--- src/xtrig_pkg.sv ---
// Shared constants for the cross-trigger logic analyzer block
package xtrig_pkg;

	// Register offsets (byte addresses, one word each)
	localparam logic [7:0] REG_CTRL = 8'h00;
	localparam logic [7:0] REG_STATUS = 8'h04;
	localparam logic [7:0] REG_IRQ_STAT = 8'h08;
	localparam logic [7:0] REG_IRQ_MASK = 8'h0c;
	localparam logic [7:0] REG_PROBE_MODE = 8'h10;
	localparam logic [7:0] REG_CMP_SEL = 8'h14;
	localparam logic [7:0] REG_CMP_VAL = 8'h18;
	localparam logic [7:0] REG_CMP_EN = 8'h1c;
	localparam logic [7:0] REG_INFO = 8'h20;

	// Control register fields
	localparam int CTRL_ARM_BIT = 0;
	localparam int CTRL_CAP_EN_BIT = 1;
	localparam int CTRL_AND_BIT = 2;
	localparam int CTRL_EVIN_EN_BIT = 3;
	localparam logic [3:0] CTRL_RESET = 4'h8;

	// Interrupt status fields
	localparam int IRQ_FIRE_BIT = 0;
	localparam int IRQ_ACK_BIT = 1;
	localparam int IRQ_EVIN_BIT = 2;
	localparam int IRQ_W = 3;
	localparam logic [2:0] IRQ_MASK_RESET = 3'h0;

	// Comparator select fields
	localparam int SEL_CMP_LSB = 0;
	localparam int SEL_PROBE_LSB = 8;

	// Comparator limits
	localparam int MAX_CMP = 16;
	localparam int MAX_TOTAL_CMP = 1024;

	// Event output latency after trigger source, in sample clock cycles
	localparam int EVOUT_DLY_CYC = 9;
	localparam logic [3:0] EVOUT_FIRE_CNT = 4'(EVOUT_DLY_CYC - 1);

	// Probe usage modes
	typedef enum logic [1:0]
	{
		PM_BOTH = 2'h0,
		PM_TRIG = 2'h1,
		PM_DATA = 2'h2,
		PM_RSVD = 2'h3
	} probe_mode_t;

	localparam logic [1:0] PROBE_MODE_RESET = 2'h0;

endpackage : xtrig_pkg

--- src/xtrig_core.sv ---
// Logic analyzer cross-trigger handshake with probe comparator trigger
// Notes on behaviour
// - Once raised, event_out stays high until the far side returns event_out_ack or the analyzer is re-armed.
// - With event_out_ack never rising, event_out falls only when the analyzer is re-armed.
// - event_in_ack rises one sample clock after event_in is seen high.
// - event_out rises nine sample clocks after event_in or a met trigger condition.
// - An acknowledge falls only after the event it answers has fallen.
// - Each probe has a configurable comparator count from one to sixteen.
// - With capture control on, one comparator is reserved for capture filtering.
// - Comparators summed over probes stay within 1024; probes beyond that are unusable.
// - Each probe is trigger-only, data-only, or both.
// - Without a common count, every probe has its own comparator count and width.
`timescale 1ns/1ns
`default_nettype none
module xtrig_core
	import xtrig_pkg::*;
#(
	parameter int NUM_PROBES = 4,
	parameter int PROBE_W = 32,
	parameter bit SAME_CMP_CNT = 1'b0,
	parameter logic [4:0] COMMON_CMP_CNT = 5'h4,
	parameter logic [NUM_PROBES*5-1:0] CMP_COUNTS = {NUM_PROBES{5'h4}},
	parameter logic [NUM_PROBES*8-1:0] PROBE_WIDTHS = {NUM_PROBES{8'h20}}
)
(
	// Clock, reset, enable
	input wire logic core_clk,
	input wire logic rst,
	input wire logic ce,
	// Register port
	input wire logic [7:0] reg_addr,
	input wire logic [31:0] reg_wdata,
	input wire logic reg_wr,
	input wire logic reg_rd,
	output logic [31:0] reg_rdata,
	// Probes from user logic on the sample clock
	input wire logic [NUM_PROBES*PROBE_W-1:0] probe_in,
	// Capture stream toward storage
	output logic [NUM_PROBES*PROBE_W-1:0] cap_data,
	output logic cap_valid,
	// Cross-trigger handshake
	input wire logic event_in,
	output logic event_in_ack,
	output logic event_out,
	input wire logic event_out_ack,
	// Interrupt
	output logic irq
);

	localparam int PIDX_W = (NUM_PROBES > 1) ? $clog2(NUM_PROBES) : 1;

	// probes usable while the running comparator sum stays in budget
	function automatic int usable_probes();
		int sum;
		int n;
		int c;
		sum = 0;
		n = 0;
		for (int p = 0; p < NUM_PROBES; p++)
		begin
			c = SAME_CMP_CNT ? int'(COMMON_CMP_CNT) : int'(CMP_COUNTS[p*5 +: 5]);
			if (c < 1)
				c = 1;
			if (c > MAX_CMP)
				c = MAX_CMP;
			if (n == p && sum + c <= MAX_TOTAL_CMP)
			begin
				sum = sum + c;
				n = n + 1;
			end
		end
		return n;
	endfunction : usable_probes

	function automatic int total_cmps();
		int sum;
		int c;
		sum = 0;
		for (int p = 0; p < usable_probes(); p++)
		begin
			c = SAME_CMP_CNT ? int'(COMMON_CMP_CNT) : int'(CMP_COUNTS[p*5 +: 5]);
			sum = sum + ((c < 1) ? 1 : ((c > MAX_CMP) ? MAX_CMP : c));
		end
		return sum;
	endfunction : total_cmps

	function automatic logic is_trig(input logic [1:0] m);
		return m != PM_DATA;
	endfunction : is_trig

	function automatic logic is_data(input logic [1:0] m);
		return m != PM_TRIG;
	endfunction : is_data

	localparam int USABLE = usable_probes();
	localparam logic [15:0] USABLE_W = 16'(USABLE);
	localparam logic [15:0] TOTAL_W = 16'(total_cmps());

	// Configuration and status registers
	logic cap_en_ff;
	logic and_mode_ff;
	logic evin_en_ff;
	logic [IRQ_W-1:0] irq_stat_ff;
	logic [IRQ_W-1:0] irq_mask_ff;
	logic [1:0] probe_mode_ff [NUM_PROBES];
	logic [PIDX_W-1:0] sel_probe_ff;
	logic [3:0] sel_cmp_ff;
	logic [PROBE_W-1:0] cmp_val_ff [NUM_PROBES][MAX_CMP];
	logic [MAX_CMP-1:0] cmp_en_ff [NUM_PROBES];

	// Trigger sequencing
	logic armed_ff;
	logic pend_ff;
	logic [3:0] dly_cnt_ff;
	logic event_out_ff;
	logic event_in_ack_ff;
	logic event_in_d_ff;
	logic [31:0] rdata_ff;
	logic [NUM_PROBES*PROBE_W-1:0] cap_data_ff;
	logic cap_valid_ff;

	logic wr_ctrl;
	logic rearm;
	logic [NUM_PROBES-1:0] trig_hit;
	logic [NUM_PROBES-1:0] cap_hit;
	logic trig_cond;
	logic evin_cond;
	logic start;
	logic fire;
	logic ack_seen;
	logic evin_rise;
	logic [IRQ_W-1:0] irq_set;
	logic [PROBE_W-1:0] sel_val;
	logic [MAX_CMP-1:0] sel_en;
	logic [2*NUM_PROBES-1:0] mode_flat;

	assign wr_ctrl = ce && reg_wr && reg_addr == REG_CTRL;
	// Re-arm comes from a host write of the arm bit
	assign rearm = wr_ctrl && reg_wdata[CTRL_ARM_BIT];

	// Per-probe comparator banks
	genvar gp;
	generate
		for (gp = 0; gp < NUM_PROBES; gp++)
		begin : g_probe
			logic [MAX_CMP*PROBE_W-1:0] vals;
			logic [4:0] cnt;
			for (genvar gc = 0; gc < MAX_CMP; gc++)
			begin : g_cmp
				assign vals[gc*PROBE_W +: PROBE_W] = cmp_val_ff[gp][gc];
			end
			// own count per probe unless common count chosen; width is always per probe
			assign cnt = SAME_CMP_CNT ? COMMON_CMP_CNT : CMP_COUNTS[gp*5 +: 5];
			assign mode_flat[gp*2 +: 2] = probe_mode_ff[gp];
			xtrig_probe_cmp #(
				.W(PROBE_W)
			) u_cmp (
				.probe_val(probe_in[gp*PROBE_W +: PROBE_W]),
				.probe_width(PROBE_WIDTHS[gp*8 +: 8]),
				.cmp_count(cnt),
				// data-only and over-budget probes never compare
				.active(gp < USABLE && is_trig(probe_mode_ff[gp])),
				.cmp_val(vals),
				.cmp_en(cmp_en_ff[gp]),
				.cap_ctrl(cap_en_ff),
				.and_mode(and_mode_ff),
				.trig_hit(trig_hit[gp]),
				.cap_hit(cap_hit[gp])
			);
		end
	endgenerate

	// event_in used directly, already on the sample clock
	assign evin_cond = evin_en_ff && event_in;
	assign trig_cond = and_mode_ff ? (&(trig_hit | ~trig_hit_mask())) && (|trig_hit_mask())
		: (|trig_hit);
	assign start = armed_ff && !pend_ff && (evin_cond || trig_cond);
	assign fire = pend_ff && dly_cnt_ff == EVOUT_FIRE_CNT;
	assign ack_seen = event_out_ff && event_out_ack;
	assign evin_rise = event_in && !event_in_d_ff;
	assign irq_set = {evin_rise, ack_seen, fire};

	// Probes that take part in the AND across the instance
	function automatic logic [NUM_PROBES-1:0] trig_hit_mask();
		logic [NUM_PROBES-1:0] m;
		m = '0;
		for (int p = 0; p < NUM_PROBES; p++)
			m[p] = p < USABLE && is_trig(probe_mode_ff[p]) && (|cmp_en_ff[p]);
		return m;
	endfunction : trig_hit_mask

	// Control bits
	always_ff @(posedge core_clk)
	begin
		if (rst)
		begin
			cap_en_ff <= CTRL_RESET[CTRL_CAP_EN_BIT];
			and_mode_ff <= CTRL_RESET[CTRL_AND_BIT];
			evin_en_ff <= CTRL_RESET[CTRL_EVIN_EN_BIT];
		end
		else if (wr_ctrl)
		begin
			cap_en_ff <= reg_wdata[CTRL_CAP_EN_BIT];
			and_mode_ff <= reg_wdata[CTRL_AND_BIT];
			evin_en_ff <= reg_wdata[CTRL_EVIN_EN_BIT];
		end
	end

	// Probe modes, comparator select, values and enables
	always_ff @(posedge core_clk)
	begin
		if (rst)
		begin
			sel_probe_ff <= '0;
			sel_cmp_ff <= 4'h0;
			for (int p = 0; p < NUM_PROBES; p++)
			begin
				probe_mode_ff[p] <= PROBE_MODE_RESET;
				cmp_en_ff[p] <= '0;
				for (int c = 0; c < MAX_CMP; c++)
					cmp_val_ff[p][c] <= '0;
			end
		end
		else if (ce && reg_wr)
		begin
			case (reg_addr)
				REG_PROBE_MODE:
				begin
					for (int p = 0; p < NUM_PROBES && p < 16; p++)
						probe_mode_ff[p] <= reg_wdata[p*2 +: 2];
				end
				REG_CMP_SEL:
				begin
					sel_probe_ff <= reg_wdata[SEL_PROBE_LSB +: PIDX_W];
					sel_cmp_ff <= reg_wdata[SEL_CMP_LSB +: 4];
				end
				REG_CMP_VAL:
					cmp_val_ff[sel_probe_ff][sel_cmp_ff] <= reg_wdata[PROBE_W-1:0];
				REG_CMP_EN:
					cmp_en_ff[sel_probe_ff] <= reg_wdata[MAX_CMP-1:0];
				default:
				begin
				end
			endcase
		end
	end

	// Arm state and trigger delay
	always_ff @(posedge core_clk)
	begin
		if (rst)
		begin
			armed_ff <= 1'b0;
			pend_ff <= 1'b0;
			dly_cnt_ff <= 4'h0;
		end
		else if (ce)
		begin
			if (rearm)
			begin
				armed_ff <= 1'b1;
				pend_ff <= 1'b0;
				dly_cnt_ff <= 4'h0;
			end
			// count from the trigger source edge
			else if (start)
			begin
				armed_ff <= 1'b0;
				pend_ff <= 1'b1;
				dly_cnt_ff <= 4'h1;
			end
			else if (fire)
			begin
				pend_ff <= 1'b0;
				dly_cnt_ff <= 4'h0;
			end
			else if (pend_ff)
				dly_cnt_ff <= dly_cnt_ff + 4'h1;
		end
	end

	// Event output: set on delay expiry, held until ack or re-arm
	always_ff @(posedge core_clk)
	begin
		if (rst)
			event_out_ff <= 1'b0;
		else if (ce)
		begin
			// re-arm is the only way down without an ack
			if (rearm)
				event_out_ff <= 1'b0;
			else if (fire)
				event_out_ff <= 1'b1;
			else if (ack_seen)
				event_out_ff <= 1'b0;
		end
	end

	// ack follows event_in a cycle later, falling only after it
	always_ff @(posedge core_clk)
	begin
		if (rst)
		begin
			event_in_ack_ff <= 1'b0;
			event_in_d_ff <= 1'b0;
		end
		else if (ce)
		begin
			event_in_ack_ff <= event_in;
			event_in_d_ff <= event_in;
		end
	end

	// Capture stream; trigger-only probes do not reach storage
	always_ff @(posedge core_clk)
	begin
		if (rst)
		begin
			cap_data_ff <= '0;
			cap_valid_ff <= 1'b0;
		end
		else if (ce)
		begin
			for (int p = 0; p < NUM_PROBES; p++)
				cap_data_ff[p*PROBE_W +: PROBE_W] <=
					(p < USABLE && is_data(probe_mode_ff[p])) ? probe_in[p*PROBE_W +: PROBE_W] : '0;
			// filter decides which samples are kept
			cap_valid_ff <= !cap_en_ff || (|cap_hit);
		end
	end

	// Interrupt status: set wins over write-one-to-clear
	always_ff @(posedge core_clk)
	begin
		if (rst)
			irq_stat_ff <= '0;
		else if (ce)
		begin
			if (reg_wr && reg_addr == REG_IRQ_STAT)
				irq_stat_ff <= (irq_stat_ff & ~reg_wdata[IRQ_W-1:0]) | irq_set;
			else
				irq_stat_ff <= irq_stat_ff | irq_set;
		end
	end

	always_ff @(posedge core_clk)
	begin
		if (rst)
			irq_mask_ff <= IRQ_MASK_RESET;
		else if (ce && reg_wr && reg_addr == REG_IRQ_MASK)
			irq_mask_ff <= reg_wdata[IRQ_W-1:0];
	end

	assign sel_val = cmp_val_ff[sel_probe_ff][sel_cmp_ff];
	assign sel_en = cmp_en_ff[sel_probe_ff];

	// Read data, valid only in the cycle after the strobe
	always_ff @(posedge core_clk)
	begin
		if (rst)
			rdata_ff <= '0;
		else if (ce)
		begin
			rdata_ff <= '0;
			if (reg_rd)
			begin
				case (reg_addr)
					REG_CTRL:
						rdata_ff <= 32'({evin_en_ff, and_mode_ff, cap_en_ff, 1'b0});
					REG_STATUS:
						rdata_ff <= {24'h0, dly_cnt_ff, event_in_ack_ff, event_out_ff,
							pend_ff, armed_ff};
					REG_IRQ_STAT:
						rdata_ff <= 32'(irq_stat_ff);
					REG_IRQ_MASK:
						rdata_ff <= 32'(irq_mask_ff);
					REG_PROBE_MODE:
						rdata_ff <= 32'(mode_flat);
					REG_CMP_SEL:
						rdata_ff <= 32'({8'(sel_probe_ff), 4'h0, sel_cmp_ff});
					REG_CMP_VAL:
						rdata_ff <= 32'(sel_val);
					REG_CMP_EN:
						rdata_ff <= 32'(sel_en);
					REG_INFO:
						rdata_ff <= {TOTAL_W, USABLE_W};
					default:
						rdata_ff <= '0;
				endcase
			end
		end
	end

	assign reg_rdata = rdata_ff;
	assign event_out = event_out_ff;
	assign event_in_ack = event_in_ack_ff;
	assign cap_data = cap_data_ff;
	assign cap_valid = cap_valid_ff;
	assign irq = |(irq_stat_ff & irq_mask_ff);

endmodule : xtrig_core
`default_nettype wire

--- src/xtrig_probe_cmp.sv ---
// Comparator bank for one probe: trigger match and capture filter match
`timescale 1ns/1ns
`default_nettype none
module xtrig_probe_cmp
	import xtrig_pkg::*;
#(
	parameter int W = 32
)
(
	// Probe sample and its configuration
	input wire logic [W-1:0] probe_val,
	input wire logic [7:0] probe_width,
	input wire logic [4:0] cmp_count,
	input wire logic active,
	// Comparator setup
	input wire logic [MAX_CMP*W-1:0] cmp_val,
	input wire logic [MAX_CMP-1:0] cmp_en,
	input wire logic cap_ctrl,
	input wire logic and_mode,
	// Results
	output logic trig_hit,
	output logic cap_hit
);

	logic [W-1:0] mask;
	logic [4:0] eff_cnt;
	logic [4:0] trig_cnt;
	logic any_hit;
	logic all_hit;
	logic any_en;

	always_comb
	begin
		mask = '1;
		if (probe_width < 8'(W))
			mask = ~({W{1'b1}} << probe_width);
	end

	assign eff_cnt = (cmp_count == 5'h0) ? 5'h1 : ((cmp_count > 5'(MAX_CMP)) ? 5'(MAX_CMP) : cmp_count);
	// comparator just after the last trigger comparator goes to capture filtering
	assign trig_cnt = (cap_ctrl && eff_cnt == 5'(MAX_CMP)) ? 5'(MAX_CMP - 1) : eff_cnt;

	always_comb
	begin
		any_hit = 1'b0;
		all_hit = 1'b1;
		any_en = 1'b0;
		cap_hit = 1'b0;
		for (int i = 0; i < MAX_CMP; i++)
		begin
			if (5'(i) < trig_cnt && cmp_en[i])
			begin
				any_en = 1'b1;
				if ((probe_val & mask) == (cmp_val[i*W +: W] & mask))
					any_hit = 1'b1;
				else
					all_hit = 1'b0;
			end
			if (cap_ctrl && 5'(i) == trig_cnt && cmp_en[i] &&
				(probe_val & mask) == (cmp_val[i*W +: W] & mask))
				cap_hit = active;
		end
		trig_hit = active && (and_mode ? (any_en && all_hit) : any_hit);
	end

endmodule : xtrig_probe_cmp
`default_nettype wire

--- config.mk ---
export PLATFORM = sky130hd
export DESIGN_NAME = xtrig_core
export DESIGN_NICKNAME = d
export VERILOG_FILES = /design/src/xtrig_pkg.sv /design/src/xtrig_core.sv /design/src/xtrig_probe_cmp.sv
export SDC_FILE = /design/constraint.sdc
export NUM_CORES = 2
export LEC_CHECK = 0
export BUFFER_PORTS_ARGS = -buffer_cell sky130_fd_sc_hd__buf_4
export CORE_AREA = 3 3 343 599
export CTS_CLUSTER_DIAMETER = 200
export DETAILED_ROUTE_END_ITERATION = 16
export DIE_AREA = 0 0 346 602
export PLACE_DENSITY = 0.81
export SYNTH_ARGS = -nofsm -noshare
export SYNTH_HDL_FRONTEND = slang
export SYNTH_SLANG_ARGS = --single-unit
--- constraint.sdc ---
create_clock -name core_clk -period 5.61 [get_ports core_clk]
set_input_delay 0.2805 -clock core_clk [delete_from_list [all_inputs] [get_ports core_clk]]
set_output_delay 0.2805 -clock core_clk [all_outputs]
set_load 0.01 [all_outputs]
==> key figures <==
Place
  • # port buffers: 338
  • Pre-CTS setup slack: ~0.81 ns
  • Placer Congestion: 1.08
  • Post-DP HPWL: 322000 um

Die
  • # IOs: 339
  • Die Area: 0.208 mm^2
  • FP Rows: 218
  • Initial Util: 54.8%
  • Core Region: 0.201 mm^2
  • Die H: 602 um
  • Horiz. Die Dim: around 350 um

Clocking
  • Worst-path clk slew: 0.07 ns
  • CTS Hold Bufs: 141
  • Worst-Skew Late Latency: approximately 0.91 ns
  • Root Buffer: clkbuf_16
  • Longest Clk Path Bufs: 4
  • CTS tree: done
  • CTS buffer count: around 210
  • Post-CTS setup buffers: 0
  • H-tree levels: 4
  • Post_cts resized: 0
  • # clock sinks: 2306

Worst hold path
  • HP Class: in -> reg

Worst setup path
  • Worst-path maximum fanout: 3
  • Setup crit end kind: flip-flop
  • Worst setup SP type: flip-flop
  • Setup CP Type: reg -> reg
  • Required @ worst endpoint: between 6 and 7 ns
  • CP arrival: ~6 ns

Timing
  • Worst-Margin Slew: 1.48 ns
  • Period utilization: a little over nine tenths
  • Slew Viols, Final: 0
  • Setup-failing EPs final: 0
  • Setup WS post-layout: 0.339 ns
  • Peak Freq: 0.190 GHz
  • Setup Total Neg Slack: 0 ns
  • RSZ-0062 raised after global routing: false
  • Clk_skew: around 0.071 ns
  • Minimum clock period: 5.27 ns
  • Fin. Hold Viols: 0
  • Slew margin rel.: 0.296%

Run status
  • Status: finished, violations left
  • Failing checks: capacitance limit

Route
  • Number of nets with antenna violations after routing: 0
  • Routed wire length: 451000 um
  • DR iter-0 viols: a little over 10000
  • Routed wire per std cell: 42.8 um
  • Vias: 71000
  • Detailed Routing Iterations Pass 1: 9
  • DRC violations left: 0
  • Vias per Instance: 6.73

Pwr
  • Pwr/cell area: 298 mW/mm^2
  • Maximum vdd ir drop: 0.347 mV
  • Lkg Pwr: 43.4 nW

Global routing
  • GR Overflow Total: 0
  • Pin count of the biggest net entering global routing: 132
  • First-pass GRT wire length: around 610000 um
  • Vias in the first global route: 70000
  • GR Util All Layers: 43.6%
  • Antenna violations before repair: 58

Final layout
  • Area grow syn2layout: 13.5%
  • Proportion of layout cells with a drive suffix above 1: 22.9%
  • Area of the multi-input gates: slightly above 0.04 mm^2
  • Register area: 0.0674 mm^2
  • Layout Nets: 7879
  • Fill cells: about 14000

Synthesis
  • Register area share after synthesis: 61.1%
  • Average size of a mapped cell: about 15 um^2
  • Post-Syn Area: between 0.1 and 0.15 mm^2
  • Ys Warns: 0
  • Syn_nets: just under 8000
  • Top_reg_cell synth: edfxtp_1
  • Asr flop ratio synth: 0%
  • Seq cells post-synth: 2306
  • EDFF count, synth: 2120
  • Syn Inst Count: about 7500
  • Netlist cell types: 48

Run
  • Total of max-cap violations: 1
==> layout by cell type (no fill, tap or decap), drive strengths merged, types with 56 or more instances in the layout <==
| cell type | count |
|---|---|
| nor2 | 318 |
| xnor2 | 584 |
| xor2 | 56 |
| dlygate4sd3 | 141 |
| clkinv | 72 |
| edfxtp | 2120 |
| nor3 | 75 |
| nand2 | 75 |
| dfxtp | 186 |
| o21ai | 67 |
| buf | 631 |
| nor4 | 68 |
| mux4 | 688 |
| nand4 | 152 |
| clkbuf | 281 |
| and2 | 1985 |
| a22oi | 152 |
==> logic make-up (layout without fill, tap and decap cells) <==
logic type               after synthesis  in the layout  synth area share [%]
AND/OR/NAND/NOR                     2726           2726                  14.5
flip-flops                          2306           2306                  61.1
buffers and inverters                840           1184                  3.18
multiplexers                         706            706                  14.2
XOR/XNOR                             640            640                  5.08
AO/OA/AOI/OAI                        304            304                  1.93
adder cells (fa/ha/maj)                2              2                0.0227
other                                  0             45                     0
==> path summary, 6_finish.rpt <==
path | startpoint | to | slack, ns | cells after the start
setup / recovery | cmp_val_ff[0][406] | dly_cnt_ff[0] | 0.34 | 11
hold / removal | reg_addr[3] | irq_stat_ff[0] | 0.05 | 6
setup reg to reg | cmp_val_ff[0][406] | dly_cnt_ff[0] | 0.34 | 11
hold reg to reg | reg_rdata[20] | reg_rdata[20] | 0.50 | 2
==> synthesized netlist by cell type, types with 2 or more instances <==
master     instances  area share [%]
buf_1             46            0.16
a41o_1             3           0.027
mux2i_1           15            0.14
and2_1          1985              11
mux4_2           688              14
a222oi_1          14            0.13
nor3_1            75            0.34
and4_1             4           0.032
o31ai_1            6           0.041
nor4_1            68            0.39
buf_6             11            0.11
o22a_1             2           0.016
nand4_1          152            0.86
a211oi_1           4           0.027
o21ai_0           67            0.30
a31oi_1            7           0.040
a221oi_1           3           0.024
nor2_1           318             1.1
a22oi_1          152             1.0
inv_1             30            0.10
a21boi_0           3           0.020
nand3_1           25            0.11
nor2b_1            4           0.023
nand2_1           75            0.26
nand4b_1           3           0.024
o41ai_1            3           0.024
dfxtp_1          186             3.4
xnor2_1          584             4.6
buf_2            158            0.72
edfxtp_1        2120              58
nand2b_1           2           0.011
ha_1               2           0.023
mux2_2             3           0.031
xor2_1            56            0.44
a2111oi_0          2           0.016
a32oi_1            3           0.024
clkbuf_1         574             2.0
nor4b_1            3           0.024
a21o_1             3           0.020
buf_4             21            0.14
and3_1            10           0.057
a41oi_1            8           0.064
a21oi_1           21           0.095
==> routing by layer <==
layer,up-vias,GRT usage (%),routed length (um)
met5,-,0,253
met4,38,44.4,57900
met3,1579,10.9,40500
met2,5318,71.1,221000
met1,36200,44.8,132000
li1,27800,-,-
==> critical path, cell delays in order, from the launching register on <==
cell	delay (ns)
edfxtp_1	0.41
xnor2_1	1.05
nand4_1	0.43
nor4_1	1.07
buf_4	0.29
nand2_1	0.06
a211oi_1	0.47
a21boi_0	0.21
nor4b_1	0.40
a21o_1	0.26
nand2_1	0.09
a2111oi_0	0.39
==> registers in the layout (all words and copies together), names as in the netlist, 2 cells and up, named ones only <==
name           cells
sel_cmp_ff         4
cmp_en_ff         64
cap_data         128
probe_mode_ff      8
cmp_val_ff      2048
dly_cnt_ff         4
reg_rdata         32
sel_probe_ff       2
irq_stat_ff        3
irq_mask_ff        3
==> report_power, final <==
group	total [W]	switching, W	internal [W]
combinational	0.00303	0.00218	0.000847
sequential	0.0196	0.000316	0.0193
clock	0.0147	0.00662	0.00804
total	0.0373	0.00912	0.0282
==> stage by stage <==
step	instance area, um^2	hold slack, ns	instances	total power (W)	utilization [%]
finish	125000	0.0546	10600	0.0373	62.2
global route	125000	0.102	10500	0.0379	62.1
CTS	125000	0.0150	10500	0.0371	62.0
detailed placement	117000	0.495	9979	0.0227	57.9
global placement	117000	0.482	9979	0.0227	57.9
floorplan	110000	0.428	7524	0.0211	-
==> final cells by class <==
| class | instances | share of cell area (%) |
|---|---|---|
| Timing Repair Buffer | 772 | 5.38 |
| Antenna cell | 45 | 0.0899 |
| Clock inverter | 101 | 0.684 |
| Inverter | 30 | 0.0979 |
| Multi-Input combinational cell | 4378 | 32.5 |
| Sequential cell | 2306 | 53.8 |
| Clock buffer | 281 | 4.75 |
| Tap cell | 2640 | 2.64 |
(Power assumes the default switching activity.)
